### config.mk
export PLATFORM = sky130hd
export DESIGN_NAME = sfu_flags
export DESIGN_NICKNAME = d
export VERILOG_FILES = /design/src/design/sfu_pkg.sv /design/src/design/sfu_flags.sv /design/src/design/sfu_sync.sv
export SDC_FILE = /design/constraint.sdc
export NUM_CORES = 1
export LEC_CHECK = 0
export BUFFER_PORTS_ARGS = -buffer_cell sky130_fd_sc_hd__buf_2
export CAP_MARGIN = 20
export CELL_PAD_IN_SITES_DETAIL_PLACEMENT = 1
export CELL_PAD_IN_SITES_GLOBAL_PLACEMENT = 1
export CORE_ASPECT_RATIO = 1.25
export CORE_MARGIN = 3
export CORE_UTILIZATION = 29
export DETAILED_ROUTE_END_ITERATION = 6
export HOLD_SLACK_MARGIN = 0.12
export PLACE_DENSITY = 0.92
export SYNTH_ARGS = -nofsm -noshare
export SYNTH_HDL_FRONTEND = slang
export SYNTH_SLANG_ARGS = --single-unit
### constraint.sdc
create_clock -name sys_clk -period 1.85 [get_ports sys_clk]
set_clock_uncertainty 0.2 [all_clocks]
set_input_delay 0 -clock sys_clk [delete_from_list [all_inputs] [get_ports sys_clk]]
set_output_delay 0 -clock sys_clk [all_outputs]
set_load 0.01 [all_outputs]
### src/design/sfu_pkg.sv
/*
  Package for the bus flag update block: register offsets, field positions,
  reset values, bus event carrier and context types.
  Assumes an APB master with 32-bit data and aligned word offsets.
*/
package sfu_pkg;

  // Register byte offsets
  localparam logic [7:0] SFU_CTRL_OFS   = 8'h00;
  localparam logic [7:0] SFU_STAT_OFS   = 8'h04;
  localparam logic [7:0] SFU_DATA_OFS   = 8'h08;
  localparam logic [7:0] SFU_IRQ_OFS    = 8'h0C;
  localparam logic [7:0] SFU_MASK_OFS   = 8'h10;

  // Control and status field positions
  localparam int SFU_B_SERIAL = 0;
  localparam int SFU_B_START  = 1;
  localparam int SFU_B_STOP   = 2;
  localparam int SFU_B_ACKOUT = 3;
  localparam int SFU_B_HWACK  = 4;
  localparam int SFU_B_OWNER  = 5;
  localparam int SFU_B_TXDIR  = 6;
  localparam int SFU_B_ACKRQ  = 7;
  localparam int SFU_B_ARB    = 8;
  localparam int SFU_B_ACKVAL = 9;

  // Interrupt status layout
  localparam int SFU_IRQ_W     = 3;
  localparam int SFU_I_SERIAL  = 0;
  localparam int SFU_I_ARB     = 1;
  localparam int SFU_I_STOPRX  = 2;

  // Reset values
  localparam logic [7:0]           SFU_DATA_RST = 8'h00;
  localparam logic [SFU_IRQ_W-1:0] SFU_MASK_RST = 3'h0;

  // Synchroniser depth
  localparam int SFU_SYNC_STAGES = 2;

  // Recognised bus conditions, one cycle pulses
  typedef struct packed {
    logic start_gen;
    logic stop_gen;
    logic start_det;
    logic stop_det;
    logic addr_rx;
    logic byte_rx;
    logic byte_tx_acked;
    logic ack_cycle_end;
    logic ack_sampled;
    logic ack_low;
    logic frame_begin;
  } sfu_evt_t;

  // Device activity context, levels
  typedef struct packed {
    logic addressed_slave;
    logic gen_stop_rs;
    logic tx_data_bit;
    logic tx_bit_one;
    logic ack_bit;
    logic ack_value_needed;
  } sfu_ctx_t;

endpackage : sfu_pkg

### src/design/sfu_flags.sv
/*
  Control and status flag update logic of a two-wire bus interface, with
  APB register access and a level interrupt.
  Every flag is a sys_clk register that moves on the edge after its cause,
  so software never reads a half-updated status word.
  Register map: control, status mirror, data byte, sticky interrupt status
  and interrupt mask, one aligned 32-bit word each, zero wait states.
  Interrupt status bits are separate from the flags, so clearing one
  leaves the other untouched.
  Assumes the shifter supplies bus condition pulses on sys_clk, and the
  raw SCL and SDA pin levels arrive asynchronously.
  Assumes each condition pulse lasts exactly one cycle; a longer pulse
  would be seen as several events by the sticky bits.
  Assumes context levels from the shifter are steady while the pins are
  being compared, since the pin path lags by two cycles.
  Assumes one sys_clk domain for the register bus and the shifter, and an
  asynchronous active high reset released clear of a clock edge.
  Limitation: unmapped offsets answer with an error and read as zero;
  no byte strobes, so every write replaces the whole register.
  Limitation: pin based arbitration loss reacts two cycles after the wire
  moves, which is short against any bus bit time.
*/
// Chosen here: the APB interface to the registers and the address map.
`timescale 1ns/100ps
`default_nettype none
// What this block does
// - Set owner flag on own START
// - Clear owner on own STOP or arbitration loss
// - Set transmit flag on START or early data write
// - Clear transmit on START seen, loss, no write
// - Set start request on START plus address
// - Set stop request on STOP when addressed
// - Set stop request on loss by STOP
// - Clear stop request after pending STOP sent
// - Set ack-needed on byte without hardware ack
// - Clear ack-needed after ack cycle; same-cycle set wins
// - Arbitration fail on unwanted repeated START
// - Arbitration fail on SCL low at STOP
// - Arbitration fail on SDA low sending one
// - Clear arbitration fail with serial flag
// - Capture received acknowledge as ack value
// - Set serial flag on bus events, software clears
module sfu_flags (
  // Clock and reset
  input  wire logic              sys_clk,
  input  wire logic              rst,
  // APB slave
  input  wire logic              psel,
  input  wire logic              penable,
  input  wire logic              pwrite,
  input  wire logic [7:0]        paddr,
  input  wire logic [31:0]       pwdata,
  output logic      [31:0]       prdata,
  output logic                   pready,
  output logic                   pslverr,
  // Bus pins, raw
  input  wire logic              scl_in,
  input  wire logic              sda_in,
  // Bus condition pulses and context from the shifter
  input  wire sfu_pkg::sfu_evt_t evt,
  input  wire sfu_pkg::sfu_ctx_t ctx,
  // Flag outputs to the shifter
  output logic                   bus_owner_flag,
  output logic                   transmit_direction_flag,
  output logic                   start_request_flag,
  output logic                   stop_request_flag,
  output logic                   ack_needed_flag,
  output logic                   arbitration_fail_flag,
  output logic                   ack_value_bit,
  output logic                   serial_event_flag,
  output logic                   hw_ack_enable,
  output logic                   ack_response,
  output logic      [7:0]        bus_data_byte,
  // Interrupt
  output logic                   irq
);

  logic [1:0]                     pins_s;
  logic                           scl_s;
  logic                           sda_s;
  logic                           wr_acc;
  logic                           rd_acc;
  logic                           wr_ctrl;
  logic                           data_written_r;
  logic                           arb_lost;
  logic                           arb_by_stop;
  logic                           serial_clr;
  logic                           hw_ack_r;
  logic                           ack_resp_r;
  logic [7:0]                     data_r;
  logic [sfu_pkg::SFU_IRQ_W-1:0]  irq_stat_r;
  logic [sfu_pkg::SFU_IRQ_W-1:0]  irq_mask_r;
  logic [sfu_pkg::SFU_IRQ_W-1:0]  irq_evt;
  logic                           sel_ctrl;
  logic                           sel_stat;
  logic                           sel_data;
  logic                           sel_irq;
  logic                           sel_mask;

  // Decode helper used for each register
  // Kept as a function so every offset compares the same way
  function automatic logic hit(input logic [7:0] a, input logic [7:0] ofs);
    hit = (a == ofs);
  endfunction : hit

  // Pin synchroniser
  // Two stages against metastability; pins idle high out of reset
  sfu_sync #(
    .WIDTH    (2)
  ) u_sync (
    .sys_clk  (sys_clk),
    .rst      (rst),
    .async_in ({scl_in, sda_in}),
    .sync_out (pins_s)
  );
  assign scl_s = pins_s[1];
  assign sda_s = pins_s[0];

  // Offset decode, shared by strobes and error
  // One compare per register keeps the decode flat and cheap
  assign sel_ctrl = hit(paddr, sfu_pkg::SFU_CTRL_OFS);
  assign sel_stat = hit(paddr, sfu_pkg::SFU_STAT_OFS);
  assign sel_data = hit(paddr, sfu_pkg::SFU_DATA_OFS);
  assign sel_irq  = hit(paddr, sfu_pkg::SFU_IRQ_OFS);
  assign sel_mask = hit(paddr, sfu_pkg::SFU_MASK_OFS);

  // APB access phase strobes; zero wait states
  // Nothing here needs a wait, so pready is simply tied high
  assign pready  = 1'b1;
  assign wr_acc  = psel & penable & pwrite;
  assign rd_acc  = psel & penable & ~pwrite;
  assign wr_ctrl = wr_acc & sel_ctrl;
  assign pslverr = psel & penable &
                   ~(sel_ctrl | sel_stat | sel_data | sel_irq | sel_mask);

  // Software clears serial flag by writing zero to its control bit
  assign serial_clr = wr_ctrl & ~pwdata[sfu_pkg::SFU_B_SERIAL];

  // Arbitration loss sources
  // The repeated START term excludes our own START, which the detector
  // also reports; without that a master would flag a loss on itself.
  // The pin terms use the synchronised copies, never the raw pins.
  // A loss by STOP is a STOP seen while owning without making it.
  assign arb_by_stop = evt.stop_det & bus_owner_flag & ~evt.stop_gen;
  assign arb_lost = (evt.start_det & bus_owner_flag & ~start_request_flag & ~evt.start_gen) |
                    (ctx.gen_stop_rs & ~scl_s) |
                    (ctx.tx_data_bit & ctx.tx_bit_one & ~ctx.ack_bit & ~sda_s) |
                    arb_by_stop;

  // Software control bits and data byte
  // Held until software rewrites them; hardware never touches these
  always_ff @(posedge sys_clk or posedge rst) begin
    if (rst) begin
      hw_ack_r   <= 1'b0;
      ack_resp_r <= 1'b0;
      data_r     <= sfu_pkg::SFU_DATA_RST;
    end else begin
      if (wr_ctrl) begin
        hw_ack_r   <= pwdata[sfu_pkg::SFU_B_HWACK];
        ack_resp_r <= pwdata[sfu_pkg::SFU_B_ACKOUT];
      end
      if (wr_acc && hit(paddr, sfu_pkg::SFU_DATA_OFS)) begin
        data_r <= pwdata[7:0];
      end
    end
  end

  // Remember a data write ahead of the next frame
  // Cleared at frame start, where a same-cycle data write wins, so a stale write cannot set direction
  always_ff @(posedge sys_clk or posedge rst) begin
    if (rst) begin
      data_written_r <= 1'b0;
    end else if (wr_acc && hit(paddr, sfu_pkg::SFU_DATA_OFS)) begin
      data_written_r <= 1'b1;
    end else if (evt.frame_begin) begin
      data_written_r <= 1'b0;
    end
  end

  // Bus ownership; loss beats a same-cycle START
  // Stop and loss both end ownership, so they share one branch
  always_ff @(posedge sys_clk or posedge rst) begin
    if (rst) begin
      bus_owner_flag <= 1'b0;
    end else if (evt.stop_gen || arb_lost) begin
      bus_owner_flag <= 1'b0;
    end else if (evt.start_gen) begin
      bus_owner_flag <= 1'b1;
    end
  end

  // Transmit direction; own START outranks the detected START it causes
  // A frame start copies whether data was written since the last one
  always_ff @(posedge sys_clk or posedge rst) begin
    if (rst) begin
      transmit_direction_flag <= 1'b0;
    end else if (arb_lost) begin
      transmit_direction_flag <= 1'b0;
    end else if (evt.start_gen) begin
      transmit_direction_flag <= 1'b1;
    end else if (evt.start_det) begin
      transmit_direction_flag <= 1'b0;
    end else if (evt.frame_begin) begin
      transmit_direction_flag <= data_written_r;
    end
  end

  // Start request: hardware sets, only software clears; set wins
  // A software write of one requests a START from the shifter
  always_ff @(posedge sys_clk or posedge rst) begin
    if (rst) begin
      start_request_flag <= 1'b0;
    end else if (evt.start_det && evt.addr_rx) begin
      start_request_flag <= 1'b1;
    end else if (wr_ctrl) begin
      start_request_flag <= pwdata[sfu_pkg::SFU_B_START];
    end
  end

  // Stop request: hardware set wins over software and auto clear
  // Auto clear needs a pending request, else an own STOP changes nothing
  always_ff @(posedge sys_clk or posedge rst) begin
    if (rst) begin
      stop_request_flag <= 1'b0;
    end else if (evt.stop_det && ctx.addressed_slave) begin
      stop_request_flag <= 1'b1;
    end else if (arb_by_stop) begin
      stop_request_flag <= 1'b1;
    end else if (evt.stop_gen && stop_request_flag) begin
      stop_request_flag <= 1'b0;
    end else if (wr_ctrl) begin
      stop_request_flag <= pwdata[sfu_pkg::SFU_B_STOP];
    end
  end

  // Acknowledge needed, only without hardware acknowledge
  // With hardware acknowledge on, the shifter answers on its own
  always_ff @(posedge sys_clk or posedge rst) begin
    if (rst) begin
      ack_needed_flag <= 1'b0;
    end else if (evt.byte_rx && !hw_ack_r && ctx.ack_value_needed) begin
      ack_needed_flag <= 1'b1;
    end else if (evt.ack_cycle_end) begin
      ack_needed_flag <= 1'b0;
    end
  end

  // Arbitration failure; a new loss beats the clear
  // Clearing rides on the serial flag clear, one software write for both
  always_ff @(posedge sys_clk or posedge rst) begin
    if (rst) begin
      arbitration_fail_flag <= 1'b0;
    end else if (arb_lost) begin
      arbitration_fail_flag <= 1'b1;
    end else if (serial_clr) begin
      arbitration_fail_flag <= 1'b0;
    end
  end

  // Received acknowledge capture; low on the wire reads as one
  // Holds its value between acknowledge cycles
  always_ff @(posedge sys_clk or posedge rst) begin
    if (rst) begin
      ack_value_bit <= 1'b0;
    end else if (evt.ack_sampled) begin
      ack_value_bit <= evt.ack_low;
    end
  end

  // Serial event flag; set beats software clear
  // Software clears by writing zero; writing one leaves it alone
  always_ff @(posedge sys_clk or posedge rst) begin
    if (rst) begin
      serial_event_flag <= 1'b0;
    end else if (evt.start_gen || arb_lost || evt.byte_tx_acked || evt.byte_rx) begin
      serial_event_flag <= 1'b1;
    end else if (serial_clr) begin
      serial_event_flag <= 1'b0;
    end
  end

  // Sticky interrupt causes
  // Serial event cause takes the serial flag's set terms except arbitration loss, which has its own cause
  assign irq_evt[sfu_pkg::SFU_I_SERIAL] = evt.start_gen | evt.byte_tx_acked | evt.byte_rx;
  assign irq_evt[sfu_pkg::SFU_I_ARB]    = arb_lost;
  assign irq_evt[sfu_pkg::SFU_I_STOPRX] = evt.stop_det & ctx.addressed_slave;

  // Read of status clears it, new events in that cycle survive
  // Keeping the same-cycle event means no cause is ever lost
  always_ff @(posedge sys_clk or posedge rst) begin
    if (rst) begin
      irq_stat_r <= '0;
    end else if (rd_acc && hit(paddr, sfu_pkg::SFU_IRQ_OFS)) begin
      irq_stat_r <= irq_evt;
    end else begin
      irq_stat_r <= irq_stat_r | irq_evt;
    end
  end

  // Interrupt mask
  // Masked causes still collect in status and can be polled
  always_ff @(posedge sys_clk or posedge rst) begin
    if (rst) begin
      irq_mask_r <= sfu_pkg::SFU_MASK_RST;
    end else if (wr_acc && hit(paddr, sfu_pkg::SFU_MASK_OFS)) begin
      irq_mask_r <= pwdata[sfu_pkg::SFU_IRQ_W-1:0];
    end
  end

  // Level interrupt, high while any unmasked status bit is set
  assign irq = |(irq_stat_r & irq_mask_r);

  // Read mux; flags are registered so software sees stable values
  // Write cycles and idle cycles return zero to keep the bus quiet
  always_comb begin
    prdata = 32'h0000_0000;
    if (rd_acc) begin
      if (hit(paddr, sfu_pkg::SFU_CTRL_OFS) || hit(paddr, sfu_pkg::SFU_STAT_OFS)) begin
        prdata[sfu_pkg::SFU_B_SERIAL] = serial_event_flag;
        prdata[sfu_pkg::SFU_B_START]  = start_request_flag;
        prdata[sfu_pkg::SFU_B_STOP]   = stop_request_flag;
        prdata[sfu_pkg::SFU_B_ACKOUT] = ack_resp_r;
        prdata[sfu_pkg::SFU_B_HWACK]  = hw_ack_r;
        prdata[sfu_pkg::SFU_B_OWNER]  = bus_owner_flag;
        prdata[sfu_pkg::SFU_B_TXDIR]  = transmit_direction_flag;
        prdata[sfu_pkg::SFU_B_ACKRQ]  = ack_needed_flag;
        prdata[sfu_pkg::SFU_B_ARB]    = arbitration_fail_flag;
        prdata[sfu_pkg::SFU_B_ACKVAL] = ack_value_bit;
      end else if (hit(paddr, sfu_pkg::SFU_DATA_OFS)) begin
        prdata[7:0] = data_r;
      end else if (hit(paddr, sfu_pkg::SFU_IRQ_OFS)) begin
        prdata[sfu_pkg::SFU_IRQ_W-1:0] = irq_stat_r;
      end else if (hit(paddr, sfu_pkg::SFU_MASK_OFS)) begin
        prdata[sfu_pkg::SFU_IRQ_W-1:0] = irq_mask_r;
      end
    end
  end

  // Software settings handed on to the shifter
  assign hw_ack_enable = hw_ack_r;
  assign ack_response  = ack_resp_r;
  assign bus_data_byte = data_r;

endmodule : sfu_flags
`default_nettype wire

### src/design/sfu_sync.sv
/*
  Two-stage synchroniser for the bus pins.
  Assumes inputs arrive from outside the sys_clk domain.
*/
`timescale 1ns/100ps
`default_nettype none
module sfu_sync #(
  parameter int WIDTH = 2
) (
  // Clock and reset
  input  wire logic             sys_clk,
  input  wire logic             rst,
  // Asynchronous in, synchronised out
  input  wire logic [WIDTH-1:0] async_in,
  output logic      [WIDTH-1:0] sync_out
);

  logic [WIDTH-1:0] meta_r;

  // First stage read only by second; idle bus level is high
  always_ff @(posedge sys_clk or posedge rst) begin
    if (rst) begin
      meta_r   <= '1;
      sync_out <= '1;
    end else begin
      meta_r   <= async_in;
      sync_out <= meta_r;
    end
  end

endmodule : sfu_sync
`default_nettype wire

==> impl_metrics.py, run 1 <==
metrics = {
    "status": {
        "status": "finished, violations left",
        "violations": "negative setup slack",
    },
    "routing": {
        "drt-total-wl_mm": 5.73,
        "wl_per_cell_um": 17.4,
        "via_per_inst": 4.92,
        "ant_nets": 0,
        "first_pass_iters": 4,
        "vias": 1619,
        "drt_iter0_markers": 58,
        "drcViolationCount": 0,
    },
    "logic_synthesis": {
        "syn_inst": 154,
        "ys_warn_count": 0,
        "avgSynthCellArea_um2": 10.7,
        "syn_area_mm2": 0.00165,
        "ys_types": 42,
        "yosysSeqAreaShare": 0.443,
        "ys_ff_latch": 29,
    },
    "worst_setup_path": {
        "cp_max_fo": 5,
        "critPathArrivalTime_ns": 1.67,
        "start_kind": "primary input",
        "criticalPathCategory": "in2out",
        "required_ns": 1.65,
        "cp-end-kind": "primary output",
    },
    "clock_network": {
        "htree_levels": 2,
        "cts_tree": "built",
        "clk_latency_ns": 0.28,
        "clockBufferDepth": 2,
        "holdBufCountCts": 28,
        "cts_root_buf": "clkbuf_8",
        "clkSinkCount": 29,
        "clkSlewWorstSetupHoldPaths_ns": 0.06,
        "cts_buffers": 5,
    },
    "power": {
        "power.switching_uw": 393,
        "p_seq_frac": 0.471,
        "power_frac_clock": 0.351,
        "leakage_uw": 0.00127,
        "internal_power_uw": 1040,
        "p_comb_frac": 0.177,
        "swShare": 0.274,
        "power.density_mw_per_mm2": 586,
        "ir_drop_mv": 0.455,
    },
    "finish": {
        "diodes": 0,
        "n_fill_cell": 635,
        "final_common_cell": "buf_2",
        "final_cell_mix": "68 x buf_2, 28 x dlygate4sd3_1, 25 x dfrtp_1",
        "drive_above_1_share": 0.457,
        "final_area_mm2": 0.00245,
        "seqCellArea_um2": 731,
        "multi_input_area_um2": 806,
        "fin_nets": 328,
        "area_growth_pct": 48.7,
    },
    "sta": {
        "finalCritPeriodShare": 1.01,
        "finalSetupViolCount": 1,
        "setup_slack_ns": -0.0160,
        "rsz0062_at_grt": "yes",
        "maxSlewViolCount": 0,
        "hold_viol": 0,
        "fmax_ghz": 0.536,
        "min_period_ns": 1.87,
    },
    "floorplan": {
        "die_x_um": 73.4,
        "rows": 30,
        "core_mm2": 0.00548,
        "dieArea_mm2": 0.00663,
        "die_h_um": 90.3,
        "start_util": 0.301,
        "top_level_ports": 117,
    },
    "global_route": {
        "grt_pass1_wl_mm": 8.98,
        "grt_pass1_vias": 1747,
        "grt_start_max_net_pins": 30,
        "grtUsageTotal": 0.178,
        "overflow": 0,
        "antenna_found_initial": 0,
    },
    "place": {
        "dp_slack_ns": -0.241,
        "place_area_mm2": 0.00205,
        "hpwl_mm": 3.94,
        "gp_congestion": 0.772,
        "port-buffer-count": 69,
    },
    "run": {
        "drv_cap": 0,
    },
    "worst_hold_path": {
        "hp-class": "in2reg",
    },
}
[path summary, 6_finish.rpt]
path	endpoint	cells past startpoint	from	slack, ns
worst max-delay path	prdata[4]	6	paddr[7]	-0.02
worst min-delay path	stop_request_flag$_DFFE_PP0P_	4	paddr[6]	0.02
worst max register to register	irq_stat_r[1]$_DFF_PP0_	4	bus_owner_flag$_DFFE_PP0P_	0.30
worst min register to register	u_sync.sync_out[1]$_DFF_PP1_	0	u_sync.meta_r[1]$_DFF_PP1_	0.15
max in group asynchronous	u_sync.sync_out[0]$_DFF_PP1_	4	rst	1.02
min in group asynchronous	start_request_flag$_DFFE_PP0P_	4	rst	0.13
[cells by family (layout without fill, tap and decap cells)]
family / count (synthesis) / in the layout / share of synthesized area
buffers and inverters: 35 / 125 / 0.133
and+or+nand+nor: 39 / 39 / 0.156
muxes: 20 / 20 / 0.132
DFF: 29 / 29 / 0.443
AOI/OAI and AO/OA: 29 / 29 / 0.131
other: 2 / 23 / 0.00456
[registers in the layout, indices dropped and copies added (netlist names), 2 cells and up]
signal           flops
bus_data_byte        8
irq_mask_r           3
irq_stat_r           3
u_sync.meta_r        2
u_sync.sync_out      2
[final cells by class]
cell class              instances  share of cell area
multi-input cells             111               0.329
flip-flops and latches         29               0.298
repair buffers                109               0.295
well taps                      64              0.0327
clock buffers                   6              0.0296
inverters                       8              0.0123
clock inverters                 2             0.00408
[synthesized netlist by cell type]
cell type,number,area [µm²]
a211oi_1,1,7.51
a21bo_2,2,20.0
a21o_1,1,7.51
a21oi_1,6,30.0
a222oi_1,1,10.0
a22o_1,1,8.76
a22oi_1,4,30.0
and3_1,2,12.5
buf_2,1,5.00
buf_4,23,173
clkbuf_1,3,11.3
conb_1,2,7.51
dfrtp_1,25,626
dfstp_2,4,105
inv_1,8,30.0
mux2_2,14,158
mux2i_1,6,60.1
nand2_1,4,15.0
nand2b_1,4,25.0
nand4_1,1,6.26
nand4b_1,1,8.76
nor2_1,12,45.0
nor2b_1,2,12.5
nor3_1,2,10.0
nor3_4,1,16.3
nor3b_1,1,7.51
nor4_1,1,6.26
nor4_4,2,42.5
nor4b_1,1,8.76
nor4bb_1,1,10.0
o211ai_1,1,7.51
o21a_1,1,7.51
o21ai_0,4,20.0
o21ba_2,1,10.0
o221a_2,3,33.8
o22ai_1,1,6.26
o31ai_1,1,7.51
o32ai_1,1,8.76
or2_1,1,6.26
or3_1,1,6.26
or4_1,1,7.51
or4_4,1,11.3
[critical path, cell delays in order]
cell    delay, ns
buf_6        0.09
or4_4        0.55
or2_4        0.25
or3_4        0.44
nor2_2       0.16
buf_2        0.17
[metrics by stage]
stage                     power [µW]  instances  hold slack [ns]  utilization  setup TNS [ns]
after global routing            1510        329           0.0520        0.447         -0.0427
after CTS                       1440        329           0.0174        0.445        -0.00477
after detailed placement         885        292           -0.108        0.374           -3.53
final                           1440        329           0.0194        0.447         -0.0160
after global placement           878        292           -0.115        0.374           -2.85
after floorplan                  822        175           -0.196            -          -0.503
[power groups by stage]
stage | sequential [µW] | clock [µW] | combinational (µW)
6_report | 676 | 504 | 255
3_5_place_dp | 686 | 0 | 199
3_3_place_gp | 685 | 0 | 193
4_1_cts | 675 | 516 | 248
2_1_floorplan | 689 | 0 | 133
5_1_grt | 678 | 554 | 279
[what timing repair did]
item / 4_1_cts / 5_1_grt
gates cloned: 0 / 0
hold endpoints to repair: 56 / 1
setup endpoints to repair: 7 / 6
buffers inserted: 1 / 0
pin swaps: 1 / 4
gates resized for setup: 4 / 3
[layer usage]
layer / share of wire / track usage
met5: 0 / 0
met1: 0.35 / 0.186
met2: 0.55 / 0.326
met3: 0.060 / 0.0379
met4: 0.038 / 0.0831
No activity file was read; power rests on OpenSTA's default activity.
==> run 2: changes to the inputs <==
Settings changed: ABC_AREA set to 1, CORE_UTILIZATION 29 to 27, PLACE_DENSITY 0.92 to 0.91.
==> impl_metrics.py, run 2 <==
metrics = {
    "status": {
        "status": "completed",
    },
    "sta": {
        "maxSlewViolCount": 0,
        "holdWs_ns": 0.123,
        "finalCritPeriodShare": 0.947,
        "min_period_ns": 1.75,
        "setup_slack_ns": 0.0987,
        "fmax_ghz": 0.571,
        "hold_viol": 0,
        "finalSetupViolCount": 0,
    },
    "routing": {
        "drt-total-wl_mm": 6.07,
        "drt_iter0_markers": 48,
        "vias": 1920,
        "via_per_inst": 4.39,
        "drcViolationCount": 0,
        "wl_per_cell_um": 13.9,
        "first_pass_iters": 4,
        "ant_nets": 0,
    },
    "clock_network": {
        "clkSlewWorstSetupHoldPaths_ns": 0.06,
        "clkSinkCount": 29,
        "clockBufferDepth": 2,
        "cts_buffers": 5,
        "htree_levels": 2,
        "clk_latency_ns": 0.28,
        "cts_tree": "built",
        "cts_root_buf": "clkbuf_8",
    },
    "worst_setup_path": {
        "rr_worst_depth": 5,
        "cp_common_cell": "nor2_1",
        "crit_buf_inv": 1,
        "critPathSlowestCell": "dlygate4sd3_1",
        "critical_path_depth": 5,
        "cp-end-kind": "register",
        "crit_family": "buffers and inverters",
        "criticalPathCategory": "reg2reg",
        "max_stage_delay_ns": 0.55,
        "rrSetupSlack_ns": 0.1,
        "critPathArrivalTime_ns": 1.77,
        "r2r_start": "u_sync.sync_out[0]$_DFF_PP1_",
        "cp_max_fo": 4,
        "start_kind": "register",
        "r2r_end": "bus_owner_flag$_DFFE_PP0P_",
        "required_ns": 1.87,
        "crit_chain": "nor2_1 -> nand3_1 -> nand4_1 -> nor2_1 -> dlygate4sd3_1",
        "startpoint": "u_sync.sync_out[0]$_DFF_PP1_",
    },
    "power": {
        "power.switching_uw": 390,
        "p_comb_frac": 0.186,
        "power_frac_clock": 0.354,
        "ir_drop_mv": 0.407,
        "internal_power_uw": 1090,
        "p_seq_frac": 0.460,
        "leakage_uw": 0.00141,
        "power.density_mw_per_mm2": 554,
        "swShare": 0.263,
    },
    "floorplan": {
        "die_h_um": 94.6,
        "start_util": 0.286,
        "top_level_ports": 117,
        "dieArea_mm2": 0.00728,
        "core_mm2": 0.00593,
        "die_x_um": 76.9,
        "rows": 31,
    },
    "logic_synthesis": {
        "synth_ff_type": "dfrtp_1",
        "async_flop_share": 1.00,
        "yosysSeqAreaShare": 0.431,
        "synth_top_family_by_area": "simple AND/OR/NAND/NOR gates",
        "synth_compound_area_frac": 0.0907,
        "synth-edff-count": 0,
        "synth_top_cell_by_area": "dfrtp_1",
        "ys_warn_count": 0,
        "synth_area_leaders": "dfrtp_1 37%, nand2_1 13%, buf_4 10%",
        "ys_types": 20,
        "synth.top_cell.area_share": 0.369,
        "synth.most_common_cell": "nand2_1",
        "synthAdderAreaFrac": 0,
        "ys_ff_latch": 29,
        "avgSynthCellArea_um2": 7.47,
        "syn_area_mm2": 0.00170,
        "synth_common_cells": "61 x nand2_1, 25 x dfrtp_1, 25 x inv_1",
        "syn_inst": 227,
        "synth_xor_area_frac": 0,
        "synth-simple-area-share": 0.308,
        "muxShareOfSynthArea": 0,
    },
    "place": {
        "port-buffer-count": 69,
        "hpwl_mm": 4.15,
        "gp_congestion": 0.767,
        "dp_slack_ns": 0.354,
        "place_area_mm2": 0.00205,
    },
    "finish": {
        "largest_reg_flops": 8,
        "final_cell_mix": "69 x buf_2, 61 x nand2_1, 49 x dlygate4sd3_1",
        "fin_nets": 418,
        "n_fill_cell": 759,
        "seqCellArea_um2": 731,
        "final_common_cell": "buf_2",
        "multi_input_area_um2": 774,
        "drive_above_1_share": 0.279,
        "final_area_mm2": 0.00268,
        "diodes": 0,
        "area_growth_pct": 58.0,
    },
    "global_route": {
        "antenna_found_initial": 0,
        "grt_pass1_wl_mm": 10.0,
        "grt_start_max_net_pins": 30,
        "grt_pass1_vias": 2086,
        "overflow": 0,
        "grtUsageTotal": 0.178,
    },
    "worst_hold_path": {
        "hp-class": "in2async",
    },
    "run": {
        "drv_cap": 0,
    },
}
run 2: area by class of cell:
class                      instances  share of cell area
multi-input combinational        169               0.289
inverter                          26              0.0364
tap                               82              0.0383
sequential                        29               0.273
clock buffer                       8              0.0336
timing repair buffer             123               0.330
run 2: metal layers:
metal  wire, µm  vias up  track usage  share of wire
met4         75        0       0.0544          0.012
met5          0        -            0              0
met1       2340      919        0.185           0.38
li1           -      929            -              -
met2       3340       65        0.355           0.55
met3        323        7       0.0372          0.053
run 2: worst max path at each step:
stage | end | slack [ns]
floorplan | serial_event_flag$_DFFE_PP0P_ | 0.64
global route | bus_data_byte[2]$_DFFE_PP0P_ | -0.008
CTS | transmit_direction_flag$_DFFE_PP0P_ | 0.05
detailed placement | bus_data_byte[3]$_DFFE_PP0P_ | 0.35
global placement | bus_data_byte[0]$_DFFE_PP0P_ | 0.42
finish | bus_owner_flag$_DFFE_PP0P_ | 0.1
run 2: through the flow:
stage,TNS [ns],util,std cells,power (µW)
6_report,0,0.452,437,1480
5_1_grt,-0.00777,0.452,437,1570
4_1_cts,0,0.446,435,1500
3_5_place_dp,0,0.346,377,893
3_3_place_gp,0,0.346,377,885
2_1_floorplan,0,-,248,829
run 2: power by group through the flow:
stage / Clock (µW) / Sequential [µW] / Combinational, µW
2_1_floorplan: 0 / 695 / 134
3_3_place_gp: 0 / 694 / 191
3_5_place_dp: 0 / 694 / 198
4_1_cts: 546 / 683 / 271
5_1_grt: 573 / 687 / 311
6_report: 525 / 683 / 276
run 2: timing repair:
| action | in CTS | in global routing |
|---|---|---|
| endpoints found under the setup margin | 0 | 11 |
| endpoints found under the hold margin | 56 | 0 |
| setup buffers | 0 | 3 |
| gates resized for setup | 0 | 3 |
| hold buffers | 50 | 0 |
run 2: worst reg2reg max path, delay by kind of cell, from the launching register on:
kind,cells,cell delay [ns]
buffers and inverters,1,0.55
AND/OR/NAND/NOR,4,0.42
flip-flops,1,0.51
run 2: cells by family (layout without fill, tap and decap cells):
kind of cell	after synthesis	after routing
and+or+nand+nor	119	119
buffers and inverters	50	157
DFF	29	29
AOI/OAI and AO/OA	27	27
other	2	23
